<file path="config.mk">
export PLATFORM = sky130hd
export DESIGN_NAME = ccti_timer
export DESIGN_NICKNAME = d
export VERILOG_FILES = /design/src/hdl/ccti_timer.v /design/src/hdl/ccti_edge.v
export VERILOG_INCLUDE_DIRS = /design/src /design/src/hdl
export SDC_FILE = /design/constraint.sdc
export NUM_CORES = 1
export LEC_CHECK = 0
export BUFFER_PORTS_ARGS = -buffer_cell sky130_fd_sc_hd__clkbuf_2
export CAP_MARGIN = 30
export CORE_ASPECT_RATIO = 0.6
export CORE_MARGIN = 2
export CORE_UTILIZATION = 35
export DETAILED_ROUTE_END_ITERATION = 7
export SYNTH_ARGS = -nofsm -noshare
export SYNTH_HDL_FRONTEND = slang
export SYNTH_SLANG_ARGS = --single-unit
</file>
<file path="constraint.sdc">
create_clock -name mclk_in -period 3.23 [get_ports mclk_in]
set_clock_uncertainty 0.1 [all_clocks]
set_input_delay 0.1615 -clock mclk_in [delete_from_list [all_inputs] [get_ports mclk_in]]
set_output_delay 0.1615 -clock mclk_in [all_outputs]
set_load 0.02 [all_outputs]
</file>
<file path="src/hdl/ccti_defs.vh">
// Constants for the four-channel capture/compare timer.
// Assumes inclusion by bare name from the timer, its checker and its bench.
`ifndef CCTI_DEFS_VH
`define CCTI_DEFS_VH

// Bus and datapath widths
`define CCTI_AW 8
`define CCTI_DW 16
`define CCTI_NCH 4
`define CCTI_PRE_W 7

// Register offsets (word index on the plain port)
`define CCTI_A_CTRL 8'h00
`define CCTI_A_DIR 8'h01
`define CCTI_A_FORCE 8'h02
`define CCTI_A_MODE 8'h03
`define CCTI_A_LEVEL 8'h04
`define CCTI_A_IE 8'h05
`define CCTI_A_FLAG 8'h06
`define CCTI_A_OVF 8'h07
`define CCTI_A_CNT 8'h08
`define CCTI_A_MASK3 8'h09
`define CCTI_A_DATA3 8'h0A
`define CCTI_A_LATCH 8'h0B
`define CCTI_A_EDGE 8'h0C
`define CCTI_A_PINS 8'h0D
`define CCTI_A_TC0 8'h10
`define CCTI_A_TC_MASK 8'hFC

// Control register fields
`define CCTI_F_DIV_HI 2
`define CCTI_F_DIV_LO 0
`define CCTI_F_COUNTER_RESET_ENABLE 3
`define CCTI_F_FFCA 4
`define CCTI_F_TOI 5
`define CCTI_F_TEN 7

// Reset and fixed values
`define CCTI_CTRL_RST 8'h00
`define CCTI_EDGE_RST 8'h00
`define CCTI_NIB_RST 4'h0
`define CCTI_ZERO16 16'h0000
`define CCTI_CNT_MAX 16'hFFFF
`define CCTI_PRE_MAX 7'h7F
`define CCTI_DIV_TOP 3'h7

// Compare actions, {mode, level}
`define CCTI_ACT_NONE 2'h0
`define CCTI_ACT_TOGGLE 2'h1
`define CCTI_ACT_CLEAR 2'h2
`define CCTI_ACT_SET 2'h3

`endif

</file>
<file path="src/hdl/ccti_timer.v">
// Four-channel 16-bit capture/compare timer with prescaled counter.
// Assumes a plain register port on mclk_in; channel pins are async.
`timescale 1ns/10ps
`include "ccti_defs.vh"
module ccti_timer #(
	parameter PRE_W = `CCTI_PRE_W
) (
	// Clock, reset, enable
	input wire mclk_in,
	input wire nrst_in,
	input wire ce_in,
	// Register port
	input wire [`CCTI_AW-1:0] addr_in,
	input wire [`CCTI_DW-1:0] wr_data_in,
	input wire wr_in,
	input wire rd_in,
	output reg [`CCTI_DW-1:0] rd_data_out,
	// Channel pins
	input wire [`CCTI_NCH-1:0] pin_in,
	output reg [`CCTI_NCH-1:0] pin_out,
	output reg [`CCTI_NCH-1:0] pin_oe_out,
	// Interrupt requests
	output reg [`CCTI_NCH-1:0] chan_irq_out,
	output reg ovf_irq_out
);

////////////////////////////////////////////////////////////////////////

function hit;
	input [`CCTI_AW-1:0] a;
	input [`CCTI_AW-1:0] base;
	begin
		hit = (a == base);
	end
endfunction

function compare_action;
	input [1:0] ml;
	input cur;
	begin
		case (ml)
			`CCTI_ACT_TOGGLE: compare_action = ~cur;
			`CCTI_ACT_CLEAR: compare_action = 1'b0;
			`CCTI_ACT_SET: compare_action = 1'b1;
			default: compare_action = cur;
		endcase
	end
endfunction

////////////////////////////////////////////////////////////////////////

reg [7:0] system_control_two;
reg [`CCTI_NCH-1:0] channel_direction_select;
reg [`CCTI_NCH-1:0] compare_mode_bit;
reg [`CCTI_NCH-1:0] compare_level_bit;
reg [`CCTI_NCH-1:0] interrupt_enable_register;
reg [`CCTI_NCH-1:0] channel_event_flag;
reg overflow_flag;
reg [`CCTI_NCH-1:0] mask3;
reg [`CCTI_NCH-1:0] data3;
reg [`CCTI_NCH-1:0] port_latch;
reg [2*`CCTI_NCH-1:0] edge_cfg;
reg [`CCTI_DW-1:0] free_running_counter;
reg [PRE_W-1:0] prescale;
reg tick_d;
reg [`CCTI_NCH-1:0] oc_state;
reg [`CCTI_DW-1:0] tc [0:`CCTI_NCH-1];

wire [`CCTI_NCH-1:0] pin_lvl;
wire [`CCTI_NCH-1:0] pin_rise;
wire [`CCTI_NCH-1:0] pin_fall;

wire [2:0] divisor_select =
	system_control_two[`CCTI_F_DIV_HI:`CCTI_F_DIV_LO];
wire counter_reset_enable = system_control_two[`CCTI_F_COUNTER_RESET_ENABLE];
wire fast_flag_clear_all = system_control_two[`CCTI_F_FFCA];
wire overflow_interrupt_enable = system_control_two[`CCTI_F_TOI];
wire timer_enable = system_control_two[`CCTI_F_TEN];

////////////////////////////////////////////////////////////////////////
// Pin edge detection, one per channel

genvar g;
generate
	for (g = 0; g < `CCTI_NCH; g = g + 1) begin : g_edge
		ccti_edge u_edge (
			.mclk_in(mclk_in),
			.nrst_in(nrst_in),
			.ce_in(ce_in),
			.pin_in(pin_in[g]),
			.level_out(pin_lvl[g]),
			.rise_out(pin_rise[g]),
			.fall_out(pin_fall[g])
		);
	end
endgenerate

////////////////////////////////////////////////////////////////////////
// Prescaler and counter

// Low prescale bits (count set by divisor_select) all ones marks the tick
wire [PRE_W-1:0] pre_mask =
	`CCTI_PRE_MAX >> (`CCTI_DIV_TOP - divisor_select);
wire tick = timer_enable & ((prescale & pre_mask) == pre_mask);

wire wr_tc = wr_in & ((addr_in & `CCTI_A_TC_MASK) == `CCTI_A_TC0);
wire [1:0] tc_idx = addr_in[1:0];
wire cnt_access = (wr_in | rd_in) & hit(addr_in, `CCTI_A_CNT);

// Match checked in the cycle after the counter moved
reg [`CCTI_NCH-1:0] match;
reg [`CCTI_NCH-1:0] capture;
// One loop variable per process, so no @* block wakes another
integer i;
integer j;
integer k;
always @* begin
	for (i = 0; i < `CCTI_NCH; i = i + 1) begin
		match[i] = tick_d & channel_direction_select[i] &
			(free_running_counter == tc[i]);
		capture[i] = ~channel_direction_select[i] &
			((edge_cfg[2*i] & pin_rise[i]) |
			(edge_cfg[2*i+1] & pin_fall[i]));
	end
end

wire cnt_reset = counter_reset_enable & match[3];
wire ovf_set = tick & ~cnt_reset &
	(free_running_counter == `CCTI_CNT_MAX);

////////////////////////////////////////////////////////////////////////
// Compare outputs

wire [`CCTI_NCH-1:0] force_compare_bit = (wr_in &
	hit(addr_in, `CCTI_A_FORCE)) ?
	(wr_data_in[`CCTI_NCH-1:0] & channel_direction_select) :
	`CCTI_NIB_RST;
wire [`CCTI_NCH-1:0] connected = compare_mode_bit | compare_level_bit;

reg [`CCTI_NCH-1:0] next_oc;
always @* begin
	next_oc = oc_state;
	for (j = 0; j < `CCTI_NCH; j = j + 1) begin
		if (match[j] | force_compare_bit[j])
			next_oc[j] = compare_action({compare_mode_bit[j],
				compare_level_bit[j]}, oc_state[j]);
	end
	// Channel 3 applied last so it wins over the others
	if (match[3] | force_compare_bit[3]) begin
		for (j = 0; j < `CCTI_NCH - 1; j = j + 1) begin
			if (mask3[j] & channel_direction_select[j])
				next_oc[j] = data3[j];
		end
	end
end

////////////////////////////////////////////////////////////////////////
// Flags; a set in the clearing cycle wins

wire [`CCTI_NCH-1:0] flag_clr = (wr_in & hit(addr_in, `CCTI_A_FLAG)) ?
	wr_data_in[`CCTI_NCH-1:0] : `CCTI_NIB_RST;
wire [`CCTI_NCH-1:0] next_flag =
	(channel_event_flag & ~flag_clr) | match | capture;
wire ovf_clr = (wr_in & hit(addr_in, `CCTI_A_OVF) & wr_data_in[0]) |
	(fast_flag_clear_all & cnt_access);
wire next_ovf = (overflow_flag & ~ovf_clr) | ovf_set;

////////////////////////////////////////////////////////////////////////
// Next register values seen by the registered outputs

// pin_oe_out and the requests take a DIR, IE or CTRL write at the same edge as the register
wire wr_dir = wr_in & hit(addr_in, `CCTI_A_DIR);
wire wr_ie = wr_in & hit(addr_in, `CCTI_A_IE);
wire wr_ctrl = wr_in & hit(addr_in, `CCTI_A_CTRL);
wire [`CCTI_NCH-1:0] next_dir = wr_dir ?
	wr_data_in[`CCTI_NCH-1:0] : channel_direction_select;
wire [`CCTI_NCH-1:0] next_ie = wr_ie ?
	wr_data_in[`CCTI_NCH-1:0] : interrupt_enable_register;
wire next_toi = wr_ctrl ? wr_data_in[`CCTI_F_TOI] :
	overflow_interrupt_enable;

////////////////////////////////////////////////////////////////////////
// Read mux
// Force register is write-only and reads as zero

reg [`CCTI_DW-1:0] next_rd;
always @* begin
	next_rd = `CCTI_ZERO16;
	if (rd_in) begin
		case (addr_in)
			`CCTI_A_CTRL: next_rd[7:0] = system_control_two;
			`CCTI_A_DIR: next_rd[3:0] = channel_direction_select;
			`CCTI_A_MODE: next_rd[3:0] = compare_mode_bit;
			`CCTI_A_LEVEL: next_rd[3:0] = compare_level_bit;
			`CCTI_A_IE: next_rd[3:0] = interrupt_enable_register;
			`CCTI_A_FLAG: next_rd[3:0] = channel_event_flag;
			`CCTI_A_OVF: next_rd[0] = overflow_flag;
			`CCTI_A_CNT: next_rd = free_running_counter;
			`CCTI_A_MASK3: next_rd[3:0] = mask3;
			`CCTI_A_DATA3: next_rd[3:0] = data3;
			`CCTI_A_LATCH: next_rd[3:0] = port_latch;
			`CCTI_A_EDGE: next_rd[7:0] = edge_cfg;
			`CCTI_A_PINS: next_rd[3:0] = pin_lvl;
			default: begin
				if ((addr_in & `CCTI_A_TC_MASK) == `CCTI_A_TC0)
					next_rd = tc[tc_idx];
			end
		endcase
	end
end

////////////////////////////////////////////////////////////////////////
// State

always @(posedge mclk_in or negedge nrst_in) begin
	if (!nrst_in) begin
		system_control_two <= `CCTI_CTRL_RST;
		channel_direction_select <= `CCTI_NIB_RST;
		compare_mode_bit <= `CCTI_NIB_RST;
		compare_level_bit <= `CCTI_NIB_RST;
		interrupt_enable_register <= `CCTI_NIB_RST;
		channel_event_flag <= `CCTI_NIB_RST;
		overflow_flag <= 1'b0;
		mask3 <= `CCTI_NIB_RST;
		data3 <= `CCTI_NIB_RST;
		port_latch <= `CCTI_NIB_RST;
		edge_cfg <= `CCTI_EDGE_RST;
		free_running_counter <= `CCTI_ZERO16;
		prescale <= {PRE_W{1'b0}};
		tick_d <= 1'b0;
		oc_state <= `CCTI_NIB_RST;
		for (k = 0; k < `CCTI_NCH; k = k + 1)
			tc[k] <= `CCTI_ZERO16;
		rd_data_out <= `CCTI_ZERO16;
		pin_out <= `CCTI_NIB_RST;
		pin_oe_out <= `CCTI_NIB_RST;
		chan_irq_out <= `CCTI_NIB_RST;
		ovf_irq_out <= 1'b0;
	end else if (ce_in) begin
		if (wr_in) begin
			case (addr_in)
				`CCTI_A_CTRL: system_control_two <= wr_data_in[7:0];
				`CCTI_A_DIR: channel_direction_select <= wr_data_in[3:0];
				`CCTI_A_MODE: compare_mode_bit <= wr_data_in[3:0];
				`CCTI_A_LEVEL: compare_level_bit <= wr_data_in[3:0];
				`CCTI_A_IE: interrupt_enable_register <= wr_data_in[3:0];
				`CCTI_A_MASK3: mask3 <= wr_data_in[3:0];
				`CCTI_A_DATA3: data3 <= wr_data_in[3:0];
				`CCTI_A_LATCH: port_latch <= wr_data_in[3:0];
				`CCTI_A_EDGE: edge_cfg <= wr_data_in[7:0];
				default: ;
			endcase
		end
		// Prescaler restarts from zero whenever the timer is stopped
		prescale <= timer_enable ? prescale + 1'b1 : {PRE_W{1'b0}};
		tick_d <= tick;
		if (cnt_reset)
			free_running_counter <= `CCTI_ZERO16;
		else if (tick)
			free_running_counter <= free_running_counter + 1'b1;
		for (k = 0; k < `CCTI_NCH; k = k + 1) begin
			if (capture[k])
				tc[k] <= free_running_counter;
			else if (wr_tc && tc_idx == k && channel_direction_select[k])
				tc[k] <= wr_data_in;
		end
		channel_event_flag <= next_flag;
		overflow_flag <= next_ovf;
		oc_state <= next_oc;
		// Disconnected compare pin falls back to the port latch
		pin_out <= (connected & next_oc) |
			(~connected & port_latch);
		// Capture channels leave their pin undriven
		pin_oe_out <= next_dir;
		// Requests are levels, dropped by clearing the flag or its enable
		chan_irq_out <= next_flag & next_ie;
		ovf_irq_out <= next_ovf & next_toi;
		rd_data_out <= next_rd;
	end
end

endmodule

</file>
<file path="src/hdl/ccti_edge.v">
// Pin synchroniser and edge detector for one timer channel.
// Assumes pin_in is asynchronous to mclk_in.
`timescale 1ns/10ps
module ccti_edge (
	// Clock, reset, enable
	input wire mclk_in,
	input wire nrst_in,
	input wire ce_in,
	// Pin and detected events
	input wire pin_in,
	output wire level_out,
	output wire rise_out,
	output wire fall_out
);

reg sync1;
reg sync2;
reg last;

// Pulses shorter than one clock may be missed here
always @(posedge mclk_in or negedge nrst_in) begin
	if (!nrst_in) begin
		sync1 <= 1'b0;
		sync2 <= 1'b0;
		last <= 1'b0;
	end else if (ce_in) begin
		sync1 <= pin_in;
		sync2 <= sync1;
		last <= sync2;
	end
end

assign level_out = sync2;
assign rise_out = sync2 & ~last;
assign fall_out = ~sync2 & last;

endmodule

</file>
==> flow_results.org <==
** Outcome
- The flow ran to the end, and the final reports show no timing, DRC or antenna violations.

** Synthesis
- Number of enable-type register cells in the synthesized netlist :: 0
- Synthesis-stage register bit count :: 182
- Synthesized-area fraction occupied by xor and xnor cells :: 0.0660
- After synthesis, the netlist uses 67 different library cells.
- Top-area cell type share of the netlist area :: 0.440
- Dividing the synthesized area by the synthesized cell count gives 9.47 sq um.
- After synthesis the cells add up to 0.0104 sq mm.
- Post-synth top flop :: sky130_fd_sc_hd__dfrtp_1
- Leading post-synthesis cells by cell area :: sky130_fd_sc_hd__dfrtp_1 (44%), sky130_fd_sc_hd__mux2i_1 (6.2%), sky130_fd_sc_hd__nand2_1 (4.9%), sky130_fd_sc_hd__o21ai_0 (4.9%), sky130_fd_sc_hd__xor2_1 (4.7%)
- Combinational family with the most area after synthesis :: simple AND/OR/NAND/NOR gates
- The largest total area in the synthesized netlist belongs to sky130_fd_sc_hd__dfrtp_1.
- sky130_fd_sc_hd__dfrtp_1 is the most common cell in the netlist.
- The number of nets in the synthesized netlist is 1128.
- Sequential share of the synthesized area :: 0.440
- Synth Warn # :: 0
- Gate count of the mapped netlist :: 1093
- After synthesis, the share of cell area in mux cells is 0.138.
- The area fraction in compound gates after synthesis was 0.147.
- Of the total synthesized cell area, the portion taken by full adders, half adders and majority gates is 0.00242.
- Counting flops with an async set or reset pin after synthesis yields a share of 1.00.
- Of the total synthesized cell area, the portion taken by AND, OR, NAND and NOR gates is 0.163.
- Top cell types by occurrence after synthesis :: sky130_fd_sc_hd__dfrtp_1 (182), sky130_fd_sc_hd__nand2_1 (135), sky130_fd_sc_hd__o21ai_0 (101), sky130_fd_sc_hd__nor2_1 (81)

** Place
- Standard cell area after detailed placement :: 0.0112 sq mm
- Total half-perimeter wirelength after legalization and detailed placement :: 26300 microns
- Placer congestion estimate :: 0.973
- Buffers placed on the I/O ports in this run total 61.

** Clock tree
- CTS built an H-tree with a depth of 4.
- Post-CTS Hold Buffers :: 17
- TritonCTS built the clock tree.
- Root buffer cell :: sky130_fd_sc_hd__clkbuf_16
- Clock tree synthesis inserted a total of 17 buffers.
- Once the clock tree was built, the setup fixing pass inserted 0 buffers.
- Latest clock arrival within the worst-skew pair :: 460 ps
- The clock net in this run drives a total of 182 sinks.
- The number of gates resized after CTS was 0.
- The clock passes through at most 2 buffers.
- Clock slew seen by the registers of the worst setup and hold paths :: 80 ps

** Route
- Via-to-Cell Ratio :: 5.70
- The routed layout has 8870 vias.
- In this run the remaining antenna-violating nets after routing total 0.
- The first detailed-routing pass ran for 5 iterations.
- In the routed design, unresolved DRC markers number 0.
- Routed wire length :: 35800 microns
- The detailed router finished its first iteration with 1217 violations.
- WL/cell :: 23.0 microns

** Worst setup path
- By startpoint and endpoint, the worst setup path is classified as reg2reg.
- Max FO, Critical Path :: 13
- Data arrives at the worst endpoint at 3130 ps.
- Capturing element type of the critical path :: register
- Worst EP required :: 3510 ps
- Startpoint types :: register

** STA
- Slew Limit Headroom :: 0.423
- The routed design could run at a clock period as short as 2860 ps.
- Derived from the worst setup path, the maximum achievable clock frequency is 0.350 GHz.
- Unrepaired setup endpoints after global routing :: no
- Pin slew with the least headroom to its limit :: 866 ps
- Final Hold Vio Count :: 0
- Final period util :: 0.885
- Final-layout setup total negative slack :: 0 ps
- The final-report max-slew violation count is 0.
- Setup violations remaining at the end of the flow were counted as 0.

** Hold path
- In this run the worst hold path is classified as in2reg.

** Floorplanning
- From left edge to right edge, the die measures 226 microns.
- Core outline area :: 0.0289 sq mm
- Die Span Y :: 137 microns
- The initial utilization of the core area, before any placement, comes to 0.358.
- The floorplan step defined a die boundary enclosing 0.0310 sq mm.
- The floorplan has 48 rows.
- I/O pin total :: 62

** Global route
- The initial antenna violation count came to 1.
- Vias in the first global route :: 8286
- Entering global routing, the biggest net connects 72 pins.
- Summed over all layers, the global routing overflow is 0.
- Overall Global Routing Usage :: 0.241
- Global-route wire length before repair :: 54300 microns

** Pwr
- For this design the ratio of total power to cell area is 500 mW/mm^2.
- Leakage :: 5.21 nW
- The design draws 0.00600 W.
- Worst supply voltage drop on vdd :: 0.325 mV

** Final layout
- Fill cell instance count of the final layout :: 2851
- Compared with the post-synthesis result, the final layout area differs by 15.9%.
- Final-stage net count :: 1176
- Of the cells placed in the final design, the portion with a size suffix greater than 1 is 0.176.
- Final design instance area without fill :: 0.0120 sq mm
- Summing all multi-input logic gate instances after layout gives 0.00537 sq mm.
- Summing all flip-flop and latch instances after layout gives 0.00455 sq mm.

** Job
- Max Cap Viol :: 0
## area by class of cell
| type | count | share of cell area |
|---|---|---|
| sequential | 182 | 0.380 |
| timing repair buffer | 118 | 0.0702 |
| multi-input combinational | 801 | 0.448 |
| clock buffer | 19 | 0.0378 |
| clock inverter | 13 | 0.0162 |
| antenna | 1 | 0.000209 |
| tap | 400 | 0.0417 |
| inverter | 21 | 0.00657 |
## metrics by stage
step / hold slack [ps] / util / setup slack (ps) / cells
4_1_cts: 14.7 / 0.414 / 515 / 1554
6_report: 42.4 / 0.414 / 373 / 1555
3_5_place_dp: 131 / 0.386 / 340 / 1505
3_3_place_gp: 134 / 0.385 / 279 / 1504
2_1_floorplan: -234 / - / 1100 / 1093
5_1_grt: 34.4 / 0.414 / 264 / 1555
## cells by family after synthesis
group                      count (synthesis)
DFF                                      182
adders and majority gates                  2
buffers and inverters                    110
muxes                                    116
and+or+nand+nor                          355
xor gates and xnor gates                  78
AOI/OAI and AO/OA                        250
## routing by layer
metal	vias to the layer above	track usage	wire (microns)
li1	3990	-	-
met1	4372	0.378	17400
met2	466	0.300	13400
met3	42	0.0866	4350
met4	0	0.0640	668
met5	-	0	0
## placed cells by master, fill, tap and decap left out, types with 4 or more instances in the layout
master	netlist	final
sky130_fd_sc_hd__o211ai_1	6	6
sky130_fd_sc_hd__nor3_1	17	17
sky130_fd_sc_hd__mux4_2	18	18
sky130_fd_sc_hd__nor2b_1	4	4
sky130_fd_sc_hd__nand2_1	135	135
sky130_fd_sc_hd__a22o_1	4	4
sky130_fd_sc_hd__dfrtp_1	182	182
sky130_fd_sc_hd__o31ai_1	4	4
sky130_fd_sc_hd__nand3b_1	10	10
sky130_fd_sc_hd__o21ai_0	101	99
sky130_fd_sc_hd__nor3b_1	6	6
sky130_fd_sc_hd__clkbuf_16	0	17
sky130_fd_sc_hd__nor2_1	81	80
sky130_fd_sc_hd__and3_1	7	7
sky130_fd_sc_hd__bufinv_16	0	4
sky130_fd_sc_hd__inv_1	21	21
sky130_fd_sc_hd__a21oi_2	0	4
sky130_fd_sc_hd__o21a_1	4	4
sky130_fd_sc_hd__nand3_1	36	36
sky130_fd_sc_hd__dlygate4sd3_1	0	17
sky130_fd_sc_hd__xnor2_1	23	23
sky130_fd_sc_hd__nor4_1	19	19
sky130_fd_sc_hd__clkbuf_2	0	59
sky130_fd_sc_hd__a21oi_1	64	60
sky130_fd_sc_hd__or3_1	4	4
sky130_fd_sc_hd__and2_1	5	5
sky130_fd_sc_hd__mux2_2	34	34
sky130_fd_sc_hd__buf_4	4	36
sky130_fd_sc_hd__a221oi_1	6	6
sky130_fd_sc_hd__nand4_1	15	15
sky130_fd_sc_hd__mux2i_1	64	64
sky130_fd_sc_hd__xor2_1	55	55
sky130_fd_sc_hd__nand2b_1	4	4
sky130_fd_sc_hd__a22oi_1	9	9
sky130_fd_sc_hd__a31oi_1	5	5
sky130_fd_sc_hd__o2bb2ai_1	19	19
## worst max-delay path, cell delays in order, from the launching register on
cell and delay, ps:
sky130_fd_sc_hd__dfrtp_1 800, sky130_fd_sc_hd__xor2_1 160, sky130_fd_sc_hd__nor4_1 290, sky130_fd_sc_hd__nand4_1 290, sky130_fd_sc_hd__o22ai_1 500, sky130_fd_sc_hd__mux2i_1 320, sky130_fd_sc_hd__o211ai_1 140, sky130_fd_sc_hd__o221ai_1 150
## registers in the layout, indices dropped and copies added (netlist names), 7 cells and up
name,cells
system_control_two,8
rd_data_out,16
free_running_counter,16
tc,64
prescale,7
edge_cfg,8
## path summary, 6_finish.rpt
path	from	cells after the start	end	slack, ps
min in group asynchronous	nrst_in	2	rd_data_out[12]	180
hold / removal	wr_data_in[4]	2	edge_cfg[4]	40
setup / recovery	free_running_counter[7]	7	oc_state[0]	370
hold reg to reg	rd_data_out[8]	1	rd_data_out[8]	390
setup reg to reg	free_running_counter[7]	7	oc_state[0]	370
max in group asynchronous	nrst_in	3	g_edge[0].u_edge.sync1	2030
## power by group
part	total [W]	internal [W]	switching, W
clock network	0.00235	0.00135	0.000997
logic	0.000931	0.000375	0.000556
registers	0.00272	0.00247	0.000250
total	0.00600	0.00420	0.00180
Note: power is estimated with default switching activity, not from simulation.
